--- src/hdl/ebic_map.svh ---
// register map, field positions, reset values and limits of the idle insertion block
`ifndef EBIC_MAP_SVH
`define EBIC_MAP_SVH

// word indices of the registers (byte address is four times the index)
`define EBIC_IDX_CTRL     6'h00
`define EBIC_IDX_STAT     6'h01

// bus_idle_control reset value and field positions
`define EBIC_CTRL_RST     16'hff00
`define EBIC_B_DMA_WR     15
`define EBIC_B_WR_RD      14
`define EBIC_B_AREA_RD    13
`define EBIC_B_RD_WR      12
`define EBIC_B_CB_HI      11
`define EBIC_B_CB_LO      10
`define EBIC_B_CA_HI      9
`define EBIC_B_CA_LO      8
`define EBIC_B_SEL_HI     7
`define EBIC_B_SEL_LO     0

// idle state counts
`define EBIC_CNT_ZERO     3'h0
`define EBIC_CNT_ONE      3'h1
`define EBIC_CNT_TWO      3'h2
`define EBIC_CNT_THREE    3'h3
`define EBIC_CNT_FOUR     3'h4
`define EBIC_ELAPSED_MAX  3'h4

// two-bit count field codes
`define EBIC_CODE_00      2'h0
`define EBIC_CODE_01      2'h1
`define EBIC_CODE_10      2'h2

// axi responses
`define EBIC_RESP_OKAY    2'h0
`define EBIC_RESP_DECERR  2'h3

`endif

--- src/hdl/ebic_pkg.sv ---
// types shared by the idle insertion block
package ebic_pkg;
	typedef enum logic [1:0] {st_wait, st_insert, st_issue} ebic_state_e;
	typedef logic [2:0] ebic_count_t;
	typedef logic [2:0] ebic_area_t;
endpackage : ebic_pkg

--- src/hdl/ebic_idle_decode.sv ---
// idle state count decision for one transition between external cycles
`include "ebic_map.svh"
module ebic_idle_decode (
	input  wire logic [15:0]          ctrl,
	input  wire logic                 last_valid,
	input  wire logic                 last_write,
	input  wire logic                 last_dma,
	input  wire ebic_pkg::ebic_area_t last_area,
	input  wire logic                 next_write,
	input  wire ebic_pkg::ebic_area_t next_area,
	output ebic_pkg::ebic_count_t     need
);
	// field a: 00..11 gives one to four idle states
	function automatic ebic_pkg::ebic_count_t count_a(input logic [1:0] code);
		count_a = ebic_pkg::ebic_count_t'({1'b0, code}) + `EBIC_CNT_ONE;
	endfunction

	// field b: 00 none, 01 two, 10 three, 11 four
	function automatic ebic_pkg::ebic_count_t count_b(input logic [1:0] code);
		case (code)
			`EBIC_CODE_00: count_b = `EBIC_CNT_ZERO;
			`EBIC_CODE_01: count_b = `EBIC_CNT_TWO;
			`EBIC_CODE_10: count_b = `EBIC_CNT_THREE;
			default:       count_b = `EBIC_CNT_FOUR;
		endcase
	endfunction

	function automatic ebic_pkg::ebic_count_t cnt_max(input ebic_pkg::ebic_count_t x,
		input ebic_pkg::ebic_count_t y);
		cnt_max = (x > y) ? x : y;
	endfunction

	logic [7:0]            sel_bits;
	ebic_pkg::ebic_count_t cnt_a;
	ebic_pkg::ebic_count_t cnt_ab;

	// per-area choice between the two count fields
	always_comb
	begin
		sel_bits = ctrl[`EBIC_B_SEL_HI:`EBIC_B_SEL_LO];
		cnt_a    = count_a(ctrl[`EBIC_B_CA_HI:`EBIC_B_CA_LO]);
		cnt_ab   = sel_bits[last_area] ? count_b(ctrl[`EBIC_B_CB_HI:`EBIC_B_CB_LO]) : cnt_a;
	end

	// largest count among the transitions that apply
	always_comb
	begin
		need = `EBIC_CNT_ZERO;
		if (last_valid)
		begin
			if (last_dma && last_write && ctrl[`EBIC_B_DMA_WR])
				need = cnt_max(need, cnt_a);
			if (last_write && !next_write && ctrl[`EBIC_B_WR_RD])
				need = cnt_max(need, cnt_a);
			if (!last_write && !next_write && (last_area != next_area) && ctrl[`EBIC_B_AREA_RD])
				need = cnt_max(need, cnt_ab);
			if (!last_write && next_write && ctrl[`EBIC_B_RD_WR])
				need = cnt_max(need, cnt_ab);
		end
	end
endmodule // ebic_idle_decode

--- src/hdl/ebic_idle_timer.sv ---
// down counter that times the inserted idle states
module ebic_idle_timer (
	input  wire logic                  aclk,
	input  wire logic                  aresetn,
	input  wire logic                  load,
	input  wire ebic_pkg::ebic_count_t load_val,
	output logic                       busy,
	output logic                       last
);
	ebic_pkg::ebic_count_t cnt_ff;

	// load wins, otherwise count down to zero
	always_ff @(posedge aclk)
	begin
		if (!aresetn)
			cnt_ff <= '0;
		else if (load)
			cnt_ff <= load_val;
		else if (cnt_ff != '0)
			cnt_ff <= cnt_ff - 3'h1;
	end

	assign busy = (cnt_ff != '0);
	assign last = (cnt_ff == 3'h1);

	// helper: length of the current busy run, for the length check
	ebic_pkg::ebic_count_t run_ff;
	ebic_pkg::ebic_count_t loaded_ff;
	always_ff @(posedge aclk)
	begin
		if (!aresetn)
			run_ff <= '0;
		else if (busy)
			run_ff <= run_ff + 3'h1;
		else
			run_ff <= '0;
	end

	// helper: count taken at the last load
	always_ff @(posedge aclk)
	begin
		if (!aresetn)
			loaded_ff <= '0;
		else if (load)
			loaded_ff <= load_val;
	end

	chk_idle_run_len: assert property (@(posedge aclk) disable iff (!aresetn)
		$fell(busy) |-> run_ff == loaded_ff)
		else $error("idle run length differs from count");
endmodule // ebic_idle_timer

--- src/hdl/ebic_top.sv ---
// idle state insertion between external bus cycles, with axi4-lite registers
//
// The implementer's own choices: the register addresses and the AXI4-Lite register port.
`include "ebic_map.svh"

module ebic_top (
	input  wire logic                 aclk,
	input  wire logic                 aresetn,
	input  wire logic [7:0]           s_axi_awaddr,
	input  wire logic                 s_axi_awvalid,
	output logic                      s_axi_awready,
	input  wire logic [31:0]          s_axi_wdata,
	input  wire logic [3:0]           s_axi_wstrb,
	input  wire logic                 s_axi_wvalid,
	output logic                      s_axi_wready,
	output logic [1:0]                s_axi_bresp,
	output logic                      s_axi_bvalid,
	input  wire logic                 s_axi_bready,
	input  wire logic [7:0]           s_axi_araddr,
	input  wire logic                 s_axi_arvalid,
	output logic                      s_axi_arready,
	output logic [31:0]               s_axi_rdata,
	output logic [1:0]                s_axi_rresp,
	output logic                      s_axi_rvalid,
	input  wire logic                 s_axi_rready,
	input  wire logic                 req_valid,
	input  wire logic                 req_write,
	input  wire logic                 req_dma_single,
	input  wire ebic_pkg::ebic_area_t req_area,
	output logic                      req_ready,
	output logic                      cyc_start,
	output logic                      cyc_write,
	output logic                      cyc_dma_single,
	output ebic_pkg::ebic_area_t      cyc_area,
	output logic                      idle_state
);
	// register bus state
	logic                  awready_ff;
	logic                  wready_ff;
	logic                  bvalid_ff;
	logic [1:0]            bresp_ff;
	logic                  aw_have_ff;
	logic                  w_have_ff;
	logic [5:0]            aw_idx_ff;
	logic [31:0]           wdata_ff;
	logic [3:0]            wstrb_ff;
	logic                  arready_ff;
	logic                  rvalid_ff;
	logic [31:0]           rdata_ff;
	logic [1:0]            rresp_ff;
	logic [15:0]           ctrl_ff;
	logic                  do_write;
	// sequencer state
	ebic_pkg::ebic_state_e state_ff;
	logic                  req_ready_ff;
	logic                  idle_state_ff;
	logic                  cyc_start_ff;
	logic                  cyc_write_ff;
	logic                  cyc_dma_ff;
	ebic_pkg::ebic_area_t  cyc_area_ff;
	logic                  last_valid_ff;
	ebic_pkg::ebic_count_t elapsed_ff;
	ebic_pkg::ebic_count_t last_need_ff;
	ebic_pkg::ebic_count_t need_raw;
	ebic_pkg::ebic_count_t need_left;
	logic                  tmr_busy;
	logic                  tmr_last;
	logic                  tmr_load;
	logic                  accept;
	logic                  decide;

	// write address channel
	always_ff @(posedge aclk)
	begin
		if (!aresetn)
		begin
			awready_ff <= 1'b0;
			aw_have_ff <= 1'b0;
			aw_idx_ff  <= '0;
		end
		else if (s_axi_awvalid && awready_ff)
		begin
			awready_ff <= 1'b0;
			aw_have_ff <= 1'b1;
			aw_idx_ff  <= s_axi_awaddr[7:2];
		end
		else if (do_write)
			aw_have_ff <= 1'b0;
		else if (!aw_have_ff && !bvalid_ff)
			awready_ff <= 1'b1;
	end

	// write data channel
	always_ff @(posedge aclk)
	begin
		if (!aresetn)
		begin
			wready_ff <= 1'b0;
			w_have_ff <= 1'b0;
			wdata_ff  <= '0;
			wstrb_ff  <= '0;
		end
		else if (s_axi_wvalid && wready_ff)
		begin
			wready_ff <= 1'b0;
			w_have_ff <= 1'b1;
			wdata_ff  <= s_axi_wdata;
			wstrb_ff  <= s_axi_wstrb;
		end
		else if (do_write)
			w_have_ff <= 1'b0;
		else if (!w_have_ff && !bvalid_ff)
			wready_ff <= 1'b1;
	end
	assign do_write = aw_have_ff && w_have_ff && !bvalid_ff;

	// write response and control register update
	always_ff @(posedge aclk)
	begin
		if (!aresetn)
		begin
			bvalid_ff <= 1'b0;
			bresp_ff  <= `EBIC_RESP_OKAY;
			ctrl_ff   <= `EBIC_CTRL_RST;
		end
		else if (do_write)
		begin
			bvalid_ff <= 1'b1;
			bresp_ff  <= `EBIC_RESP_OKAY;
			if (aw_idx_ff == `EBIC_IDX_CTRL)
			begin
				if (wstrb_ff[0])
					ctrl_ff[7:0] <= wdata_ff[7:0];
				if (wstrb_ff[1])
					ctrl_ff[15:8] <= wdata_ff[15:8];
			end
			else if (aw_idx_ff != `EBIC_IDX_STAT)
				bresp_ff <= `EBIC_RESP_DECERR; // unmapped
		end
		else if (bvalid_ff && s_axi_bready)
			bvalid_ff <= 1'b0;
	end

	// read channel, one read at a time
	always_ff @(posedge aclk)
	begin
		if (!aresetn)
		begin
			arready_ff <= 1'b0;
			rvalid_ff  <= 1'b0;
			rdata_ff   <= '0;
			rresp_ff   <= `EBIC_RESP_OKAY;
		end
		else if (s_axi_arvalid && arready_ff)
		begin
			arready_ff <= 1'b0;
			rvalid_ff  <= 1'b1;
			rresp_ff   <= `EBIC_RESP_OKAY;
			case (s_axi_araddr[7:2])
				`EBIC_IDX_CTRL: rdata_ff <= {16'h0000, ctrl_ff};
				`EBIC_IDX_STAT: rdata_ff <= {20'h00000, idle_state_ff, last_need_ff,
					2'h0, last_valid_ff, cyc_dma_ff, cyc_write_ff, cyc_area_ff};
				default:
				begin
					rdata_ff <= '0;
					rresp_ff <= `EBIC_RESP_DECERR;
				end
			endcase
		end
		else if (rvalid_ff && s_axi_rready)
			rvalid_ff <= 1'b0;
		else if (!rvalid_ff)
			arready_ff <= 1'b1;
	end

	// count decision from the previous cycle and the waiting request
	ebic_idle_decode u_decode (
		.ctrl       (ctrl_ff),
		.last_valid (last_valid_ff),
		.last_write (cyc_write_ff),
		.last_dma   (cyc_dma_ff),
		.last_area  (cyc_area_ff),
		.next_write (req_write),
		.next_area  (req_area),
		.need       (need_raw)
	);
	// idle states already spent while the bus stood still count toward the need
	assign need_left = (need_raw > elapsed_ff) ? (need_raw - elapsed_ff) : `EBIC_CNT_ZERO;
	assign decide    = (state_ff == ebic_pkg::st_wait) && req_valid;
	assign tmr_load  = decide && (need_left != `EBIC_CNT_ZERO);
	assign accept    = (state_ff == ebic_pkg::st_issue) && req_valid && req_ready_ff;
	ebic_idle_timer u_timer (
		.aclk     (aclk),
		.aresetn  (aresetn),
		.load     (tmr_load),
		.load_val (need_left),
		.busy     (tmr_busy),
		.last     (tmr_last)
	);
	// sequencer: wait, insert idle states, then grant one cycle
	always_ff @(posedge aclk)
	begin
		if (!aresetn)
		begin
			state_ff      <= ebic_pkg::st_wait;
			req_ready_ff  <= 1'b0;
			idle_state_ff <= 1'b0;
			last_need_ff  <= `EBIC_CNT_ZERO;
		end
		else
		begin
			case (state_ff)
				ebic_pkg::st_wait:
					if (decide)
					begin
						last_need_ff <= need_left;
						if (tmr_load)
						begin
							idle_state_ff <= 1'b1;
							state_ff      <= ebic_pkg::st_insert;
						end
						else
						begin
							req_ready_ff <= 1'b1;
							state_ff     <= ebic_pkg::st_issue;
						end
					end
				ebic_pkg::st_insert:
					if (tmr_last || !tmr_busy)
					begin
						idle_state_ff <= 1'b0;
						req_ready_ff  <= 1'b1;
						state_ff      <= ebic_pkg::st_issue;
					end
				ebic_pkg::st_issue:
					if (accept)
					begin
						req_ready_ff <= 1'b0;
						state_ff     <= ebic_pkg::st_wait;
					end
				default:
				begin
					req_ready_ff  <= 1'b0;
					idle_state_ff <= 1'b0;
					state_ff      <= ebic_pkg::st_wait;
				end
			endcase
		end
	end
	// record the issued cycle as the previous one
	always_ff @(posedge aclk)
	begin
		if (!aresetn)
		begin
			cyc_start_ff  <= 1'b0;
			cyc_write_ff  <= 1'b0;
			cyc_dma_ff    <= 1'b0;
			cyc_area_ff   <= '0;
			last_valid_ff <= 1'b0;
		end
		else
		begin
			cyc_start_ff <= accept;
			if (accept)
			begin
				cyc_write_ff  <= req_write;
				cyc_dma_ff    <= req_dma_single && req_write;
				cyc_area_ff   <= req_area;
				last_valid_ff <= 1'b1;
			end
		end
	end
	// bus-idle cycles since the last issued cycle, saturating
	always_ff @(posedge aclk)
	begin
		if (!aresetn)
			elapsed_ff <= `EBIC_ELAPSED_MAX;
		else if (accept)
			elapsed_ff <= `EBIC_CNT_ZERO;
		else if ((state_ff == ebic_pkg::st_wait) && !req_valid
			&& (elapsed_ff != `EBIC_ELAPSED_MAX))
			elapsed_ff <= elapsed_ff + `EBIC_CNT_ONE;
	end
	assign s_axi_awready  = awready_ff;
	assign s_axi_wready   = wready_ff;
	assign s_axi_bvalid   = bvalid_ff;
	assign s_axi_bresp    = bresp_ff;
	assign s_axi_arready  = arready_ff;
	assign s_axi_rvalid   = rvalid_ff;
	assign s_axi_rdata    = rdata_ff;
	assign s_axi_rresp    = rresp_ff;
	assign req_ready      = req_ready_ff;
	assign cyc_start      = cyc_start_ff;
	assign cyc_write      = cyc_write_ff;
	assign cyc_dma_single = cyc_dma_ff;
	assign cyc_area       = cyc_area_ff;
	assign idle_state     = idle_state_ff;

	chk_dma_wr_gap: assert property (@(posedge aclk) disable iff (!aresetn)
		(decide && last_valid_ff && cyc_dma_ff && ctrl_ff[`EBIC_B_DMA_WR])
		|-> need_raw >= ({1'b0, ctrl_ff[`EBIC_B_CA_HI:`EBIC_B_CA_LO]} + 3'h1))
		else $error("dma write gap too short");
	chk_wr_rd_gap: assert property (@(posedge aclk) disable iff (!aresetn)
		(decide && last_valid_ff && cyc_write_ff && !req_write && ctrl_ff[`EBIC_B_WR_RD]
		&& elapsed_ff == 3'h0) |=> idle_state_ff)
		else $error("write to read gap missing");
	chk_area_rd_gap: assert property (@(posedge aclk) disable iff (!aresetn)
		(decide && last_valid_ff && !cyc_write_ff && !req_write && cyc_area_ff != req_area
		&& ctrl_ff[`EBIC_B_AREA_RD] && !ctrl_ff[cyc_area_ff] && elapsed_ff == 3'h0)
		|=> idle_state_ff ##0 last_need_ff == {1'b0, ctrl_ff[`EBIC_B_CA_HI:`EBIC_B_CA_LO]} + 3'h1)
		else $error("area change read gap wrong");
	chk_rd_wr_off: assert property (@(posedge aclk) disable iff (!aresetn)
		(decide && last_valid_ff && !cyc_write_ff && req_write && !ctrl_ff[`EBIC_B_RD_WR])
		|-> need_raw == 3'h0)
		else $error("read to write gap while disabled");
	chk_count_b_zero: assert property (@(posedge aclk) disable iff (!aresetn)
		(decide && last_valid_ff && !cyc_write_ff && req_write && ctrl_ff[cyc_area_ff]
		&& ctrl_ff[`EBIC_B_CB_HI:`EBIC_B_CB_LO] == 2'h0)
		|=> !idle_state_ff && req_ready_ff)
		else $error("field b zero still inserted idle");
	chk_count_b_top: assert property (@(posedge aclk) disable iff (!aresetn)
		(decide && last_valid_ff && !cyc_write_ff && req_write && ctrl_ff[`EBIC_B_RD_WR]
		&& ctrl_ff[cyc_area_ff] && ctrl_ff[`EBIC_B_CB_HI:`EBIC_B_CB_LO] == 2'h3)
		|-> need_raw == 3'h4)
		else $error("field b code 11 not four");
	chk_sel_field_a: assert property (@(posedge aclk) disable iff (!aresetn)
		(decide && last_valid_ff && !cyc_write_ff && req_write && ctrl_ff[`EBIC_B_RD_WR]
		&& !ctrl_ff[cyc_area_ff])
		|-> need_raw == {1'b0, ctrl_ff[`EBIC_B_CA_HI:`EBIC_B_CA_LO]} + 3'h1)
		else $error("cleared select did not pick field a");
endmodule // ebic_top

--- config.mk ---
export PLATFORM = sky130hd
export DESIGN_NAME = ebic_top
export DESIGN_NICKNAME = d
export VERILOG_FILES = /design/src/hdl/ebic_pkg.sv /design/src/hdl/ebic_idle_decode.sv /design/src/hdl/ebic_idle_timer.sv /design/src/hdl/ebic_top.sv
export VERILOG_INCLUDE_DIRS = /design/src /design/src/hdl
export SDC_FILE = /design/constraint.sdc
export NUM_CORES = 1
export LEC_CHECK = 0
export ABC_AREA = 1
export BUFFER_PORTS_ARGS = -buffer_cell sky130_fd_sc_hd__clkbuf_2
export CORE_MARGIN = 1
export CORE_UTILIZATION = 45
export DETAILED_ROUTE_END_ITERATION = 10
export GPL_TIMING_DRIVEN = 0
export PLACE_DENSITY = 0.7
export SYNTH_ARGS = -nofsm -noshare
export SYNTH_HDL_FRONTEND = slang
export SYNTH_HIERARCHICAL = 1
export SYNTH_SLANG_ARGS = --single-unit
--- constraint.sdc ---
create_clock -name aclk -period 13.2 [get_ports aclk]
set_clock_uncertainty 0.1 [all_clocks]
set_input_delay 0.66 -clock aclk [delete_from_list [all_inputs] [get_ports aclk]]
set_output_delay 0.66 -clock aclk [all_outputs]
set_load 0.005 [all_outputs]
==> results of run 1 <==
flip-flops by register name, summed over array words and instances, names as in the netlist, 2 cells and up:
name / count
aw_idx_ff: 6
ctrl_ff: 16
cyc_area: 3
elapsed_ff: 3
last_need_ff: 3
s_axi_rdata: 16
state_ff: 2
u_timer/cnt_ff: 3
wdata_ff: 16
wstrb_ff: 2
synthesized netlist by cell type:
| library cell | count | share of area (%) |
|---|---|---|
| inv_1 | 102 | 8.7 |
| nand2_1 | 90 | 7.7 |
| dfxtp_1 | 85 | 39 |
| nor2_1 | 66 | 5.6 |
| o21ai_0 | 55 | 6.3 |
| a21oi_1 | 43 | 4.9 |
| nand3_1 | 35 | 4.0 |
| ha_1 | 21 | 6.0 |
| buf_4 | 18 | 3.1 |
| o221ai_1 | 10 | 2.0 |
| clkbuf_1 | 9 | 0.77 |
| nand3_2 | 9 | 2.1 |
| o211ai_2 | 8 | 2.3 |
| nand4_1 | 5 | 0.71 |
| inv_2 | 4 | 0.34 |
| nand2_2 | 4 | 0.57 |
| nor2_2 | 4 | 0.57 |
| a31oi_1 | 3 | 0.43 |
| buf_2 | 3 | 0.34 |
| clkinv_1 | 3 | 0.26 |
| buf_6 | 2 | 0.51 |
| nand3_4 | 2 | 0.80 |
| nor3_2 | 2 | 0.46 |
| o21ai_2 | 2 | 0.40 |
| xnor2_1 | 2 | 0.40 |
| a211oi_1 | 1 | 0.17 |
| a21boi_1 | 1 | 0.17 |
| a21oi_2 | 1 | 0.20 |
| a22oi_1 | 1 | 0.17 |
| buf_1 | 1 | 0.085 |
| conb_1 | 1 | 0.085 |
| fa_1 | 1 | 0.46 |
| nand2_4 | 1 | 0.26 |
| nor2_4 | 1 | 0.26 |
| nor3_1 | 1 | 0.11 |
| nor3b_1 | 1 | 0.17 |
power by group:
| part | internal (mW) | total [mW] | switching [mW] |
|---|---|---|---|
| Sequential | 0.277 | 0.292 | 0.0146 |
| Combinational | 0.0509 | 0.128 | 0.0766 |
| Clock | 0.0951 | 0.192 | 0.0973 |
| Total | 0.423 | 0.611 | 0.188 |
cell families after synthesis:
kind of cell,Yosys count,share of synthesized area (%)
AOI/OAI and AO/OA,125,16.98
buffers and inverters,142,14.10
xor gates and xnor gates,2,0.3988
adders and majority gates,22,6.437
other,1,0.08536
and+or+nand+nor,221,23.27
DFF,85,38.74
cell type report:
cell class / count / area, sq um / share of cell area, %
buffer: 33 / 210.2 / 4.047
clock buffer: 11 / 141.4 / 2.722
clock inverter: 5 / 66.31 / 1.277
inverter: 109 / 409.1 / 7.878
multi-input combinational: 386 / 2128 / 40.98
sequential: 85 / 1702 / 32.76
tap: 129 / 161.4 / 3.108
timing repair buffer: 75 / 375.4 / 7.227
worst max-delay path, delay by kind of cell, from the launching register on:
kind | cells | cell delay [ps]
and+or+nand+nor | 19 | 1740
adders and majority gates | 6 | 1680
AOI/OAI and AO/OA | 5 | 930
buffers and inverters | 9 | 640
DFF | 1 | 470
per-layer routing:
metal,part of all wire (%),vias up,GRT usage (%)
li1,-,2092,-
met1,48,1772,28.43
met2,46,119,35.72
met3,4.8,12,3.398
met4,1.2,0,6.466
met5,0,-,0
stage by stage:
step           instance area [sq um]  hold slack, ps  setup slack (ps)  power (mW)  utilization (%)
2_1_floorplan                   4449           335.8              8267      0.3876                -
3_3_place_gp                    4986           359.5              7741      0.4186            53.45
3_5_place_dp                    4986           366.7              7657      0.4245            53.45
4_1_cts                         5194           380.7              7607      0.6146            55.68
5_1_grt                         5194           398.0              6982      0.6475            55.68
6_report                        5194           378.3              7550      0.6115            55.68
path summary, 6_finish.rpt:
check	start	to	depth (start not counted)
max	ctrl_ff[8]	u_timer/cnt_ff[1]	39
min	ctrl_ff[0]	ctrl_ff[0]	2
max reg2reg	ctrl_ff[8]	u_timer/cnt_ff[1]	39
min reg2reg	ctrl_ff[0]	ctrl_ff[0]	2
==> results_dict.tcl, run 1 <==
set metrics [dict create \
    path_common_cell "nand2_1" \
    cp_data_required_time_ps 13350 \
    dieHeight_um 100.8 \
    finalSetupTns_ps 0 \
    htree_levels 3 \
    clock-root-buffer "clkbuf_8" \
    dp_cells 817 \
    layout_commonest_cell "inv_1" \
    via_per_inst 4.796 \
    die_w_um 100.8 \
    rrSetupSlack_ps 7550 \
    layout_common_cells "102 x inv_1, 90 x nand2_1, 85 x dfxtp_1, 75 x clkbuf_2, 66 x nor2_1" \
    clock_path_buffers 2 \
    core_area_sq_mm 0.009328 \
    grt_pass1_vias 3711 \
    clkSinkCount 85 \
    setup_viol 0 \
    dp_hpwl_um 8129 \
    vdd.ir_drop.worst_mv 0.05332 \
    syn2layout_area_growth_pct 18.23 \
    path_class "reg2reg" \
    cts_hold_buf 0 \
    status "completed" \
    max_freq_mhz 177.0 \
    synthCells 598 \
    cts_buffers 9 \
    synth.distinct_cells 36 \
    ys_ff_latch 85 \
    cts_setup_buffers 0 \
    ys_seq_area_share_pct 38.74 \
    finalCriticalPeriod_ps 5650 \
    finalHoldViolations 0 \
    io_pins 114 \
    drv_cap 0 \
    portBuffers 75 \
    path_max_fanout 7 \
    max_stage_delay_ps 470 \
    synth.yosys.warnings 6 \
    globalplace.congestion 0.8197 \
    cts_tree "built" \
    critPathSlowestCell "dfxtp_1" \
    pwr_density_cell_mw_per_mm2 117.7 \
    p_leak_nw 2.581 \
    drt_wl_total_um 10250 \
    grt_usage_pct 21.39 \
    initialDrtViolationCount 182 \
    worst_pin_slew_ps 648.0 \
    avgSynthCellArea_sq_um 7.346 \
    critPathLaunchType "flop" \
    hold_class "reg2reg" \
    nFillCells 902 \
    cts_resized 0 \
    wl_per_cell_um 12.30 \
    fin_crit_sh_pct 42.80 \
    drt_first_pass_iters 4 \
    vias 3995 \
    grt_max_degree 16 \
    grt_pass1_wl_um 17080 \
    relSlewSlack_pct 56.80 \
    fin_cells 833 \
    ant_nets 0 \
    critPathCaptureType "flop" \
    antenna_found_initial 0 \
    grt_overflow 0 \
    nets 786 \
    rows 35 \
    clkLatencyLatePin_ps 360 \
    rsz0062_at_grt "no" \
    die-area_sq_mm 0.01016 \
    insertedDiodeCount 0 \
    cts.reportedPaths.clkPinSlew_ps 90 \
    syn-cell-area_sq_mm 0.004393 \
    initial_core_util_pct 47.10 \
    drc 0 \
    critPathArrivalTime_ps 5800 \
    slew_violations 0 \
    drive_gt1_share_pct 21.45 \
]
Power figures use the tool's default switching activity.
==> run 2, diff against run 1 <==
--- a/config.mk
+++ b/config.mk
@@ -6,13 +6,13 @@
 export SDC_FILE = /design/constraint.sdc
 export NUM_CORES = 1
 export LEC_CHECK = 0
-export ABC_AREA = 1
+export ABC_AREA = 0
 export BUFFER_PORTS_ARGS = -buffer_cell sky130_fd_sc_hd__clkbuf_2
 export CORE_MARGIN = 1
 export CORE_UTILIZATION = 45
 export DETAILED_ROUTE_END_ITERATION = 10
 export GPL_TIMING_DRIVEN = 0
-export PLACE_DENSITY = 0.7
+export PLACE_DENSITY = 0.72
 export SYNTH_ARGS = -nofsm -noshare
 export SYNTH_HDL_FRONTEND = slang
 export SYNTH_HIERARCHICAL = 1
==> constraint.sdc (replaced) <==
create_clock -name aclk -period 4.6 [get_ports aclk]
set_clock_uncertainty 0.1 [all_clocks]
set_input_delay 0.23 -clock aclk [delete_from_list [all_inputs] [get_ports aclk]]
set_output_delay 0.23 -clock aclk [all_outputs]
set_load 0.005 [all_outputs]
==> results_dict.tcl, run 2 <==
set metrics [dict create \
    p_sw_share_pct 28.97 \
    synth_edf_count 0 \
    drive_gt1_share_pct 30.80 \
    fin_crit_sh_pct 121.2 \
    synth.area.top_cells "dfxtp_1 39%, a21boi_0 7.2%, nand2_1 7.0%, ha_1 6.0%, mux2i_1 4.3%" \
    clock_path_buffers 2 \
    worstHoldStart "s_axi_wdata[11]" \
    path_common_cell "ha_4" \
    p_int_mw 1.251 \
    yosys.area.top_type "dfxtp_1" \
    critPathCaptureType "flop" \
    layout_common_cells "82 x nand2_1, 80 x dfxtp_1, 75 x clkbuf_2, 41 x a21boi_0, 38 x buf_4" \
    synthMostInstantiatedCell "dfxtp_1" \
    antenna_found_initial 0 \
    die_w_um 100.9 \
    grt_max_degree 17 \
    cts_tree "built" \
    critPathArrivalTime_ps 5740 \
    p_comb_share_pct 18.9 \
    globalplace.congestion 0.8299 \
    synth.yosys.warnings 6 \
    ys_ff_latch 85 \
    pwr_density_cell_mw_per_mm2 303.9 \
    r2r_start "ctrl_ff[9]" \
    ys_seq_area_share_pct 38.69 \
    seqCellArea_sq_mm 0.001713 \
    grt_pass1_wl_um 18460 \
    max_freq_mhz 179.4 \
    slew_violations 0 \
    max_stage_delay_ps 380 \
    core_area_sq_mm 0.009371 \
    cts_buffers 9 \
    p_leak_nw 2.450 \
    status "finished with violations" \
    synth_top_area_share_pct 38.69 \
    cts.reportedPaths.clkPinSlew_ps 100 \
    ant_nets 0 \
    hold_slack_ps 5.819 \
    multi_input_area_sq_mm 0.002685 \
    rsz0062_at_grt "yes" \
    synthCells 507 \
    p_sw_mw 0.5101 \
    avgSynthCellArea_sq_um 8.674 \
    critPathLaunchType "flop" \
    drv_cap 0 \
    insertedDiodeCount 0 \
    dp_slack_ps -1215 \
    grt_pass1_vias 3893 \
    initial_core_util_pct 46.93 \
    synth_common_cells "85 x dfxtp_1, 82 x nand2_1, 42 x a21boi_0" \
    wl_per_cell_um 15.41 \
    path_class "reg2reg" \
    drt_wl_total_um 11940 \
    grt_usage_pct 23.35 \
    rr_endpoint "u_timer/cnt_ff[0]" \
    setup_viol 10 \
    portBuffers 74 \
    finalCriticalPeriod_ps 5575 \
    initialDrtViolationCount 275 \
    dieHeight_um 100.9 \
    vias 4079 \
    io_pins 114 \
    async_flop_share_pct 0 \
    grt_overflow 0 \
    crit_cells 30 \
    clkSinkCount 85 \
    path_max_fanout 8 \
    drc 0 \
    critPathSlowestCell "dfxtp_4" \
    nFillCells 807 \
    hold_end "wdata_ff[11]" \
    path_buf_inv 6 \
    cp_data_required_time_ps 4770 \
    layout_commonest_cell "nand2_1" \
    synth.distinct_cells 60 \
    clkLatencyLatePin_ps 370 \
    via_per_inst 5.263 \
    p_seq_share_pct 45.9 \
    rrSetupSlack_ps -980 \
    hold_path_depth 3 \
    htree_levels 3 \
    rows 35 \
    hold_class "in2reg" \
    finalHoldViolations 0 \
    dp_hpwl_um 8066 \
    worst_pin_slew_ps 673.7 \
    syn2layout_area_growth_pct 31.78 \
    violations "setup timing" \
    synth_flop_cell "dfxtp_1" \
    vdd.ir_drop.worst_mv 0.1835 \
    syn-cell-area_sq_mm 0.004398 \
    relSlewSlack_pct 55.08 \
    r2r_cells 30 \
    drt_first_pass_iters 5 \
    nets 728 \
    fin_ws_ps -975.4 \
    crit_family "compound AO/OA/AOI/OAI gates" \
    die-area_sq_mm 0.01017 \
    clock_power_share_pct 35.2 \
    clock-root-buffer "clkbuf_8" \
]
run 2: cell types whose count changed in the layout (fill, tap and decap cells not counted), moves of 10 or more:
cell / change
mux2i_1: +19
a21boi_0: +41
o221ai_1: -10
nor4_1: +10
nand3_1: -10
nor2_1: -52
dlygate4sd3_1: +12
a21oi_1: -28
nor2b_1: +19
o21ai_0: -42
inv_1: -82
buf_4: +20
run 2: cells by family (layout without fill, tap and decap cells):
group	Yosys count	count (layout)	synth area share (%)
buf+inv	68	192	7.624
mux	23	23	6.372
xor+xnor	5	5	0.9959
fa+ha+maj	22	22	6.430
flops	85	85	38.69
simple gates	197	197	23.10
other cells	1	16	0.08527
compound gates	106	106	16.70
run 2: layout make-up:
cell class | instances | area share [%]
multi-input cells | 369 | 46.33
well taps | 129 | 2.785
clock inverters | 7 | 1.792
plain buffers | 42 | 4.102
flip-flops and latches | 85 | 29.56
repair buffers | 108 | 11.44
clock buffers | 9 | 2.137
inverters | 26 | 1.857
run 2: metrics by stage:
step | instance area [sq um] | instances | util [%] | setup TNS (ps) | power, mW
floorplan | 4487 | 522 | - | -3171 | 1.003
global placement | 5019 | 725 | 53.55 | -6998 | 1.071
detailed placement | 5019 | 725 | 53.55 | -8696 | 1.081
CTS | 5537 | 767 | 59.08 | -7421 | 1.707
global route | 5796 | 775 | 61.84 | -9008 | 1.832
finish | 5796 | 775 | 61.84 | -7538 | 1.761
run 2: how the worst max path moves through the flow:
stage / from / slack (ps) / end
after floorplan: ctrl_ff[8] / -640 / u_timer/cnt_ff[1]
after global placement: ctrl_ff[9] / -1050 / u_timer/cnt_ff[1]
after detailed placement: ctrl_ff[8] / -1220 / u_timer/cnt_ff[1]
after CTS: ctrl_ff[9] / -970 / u_timer/cnt_ff[0]
after global routing: ctrl_ff[9] / -1140 / u_timer/cnt_ff[1]
final: ctrl_ff[9] / -980 / u_timer/cnt_ff[0]
run 2: what timing repair did:
item | CTS | global route
endpoints found under the hold margin | 12 | 0
resized for setup | 19 | 35
setup endpoints to repair | 10 | 10
buffers inserted | 14 | 9
hold buffers | 12 | 0
pin swaps | 18 | 32
run 2: per-layer routing:
| metal | track usage, % | vias to the layer above | wire (um) |
|---|---|---|---|
| met5 | 0 | - | 0 |
| met4 | 9.699 | 0 | 293 |
| met3 | 3.051 | 27 | 675 |
| met2 | 39.41 | 148 | 5727 |
| met1 | 30.10 | 1922 | 5244 |
| li1 | - | 1982 | - |
run 2: power groups by stage:
stage,logic [mW],registers [mW],clock network (mW)
floorplan,0.190,0.813,0
global placement,0.252,0.819,0
detailed placement,0.260,0.821,0
CTS,0.286,0.803,0.618
global route,0.364,0.815,0.653
finish,0.333,0.809,0.619
run 2: tightest hold or removal path: stages:
cell and delay, ps:
clkbuf_2 80, nand2_1 40, a21boi_0 70
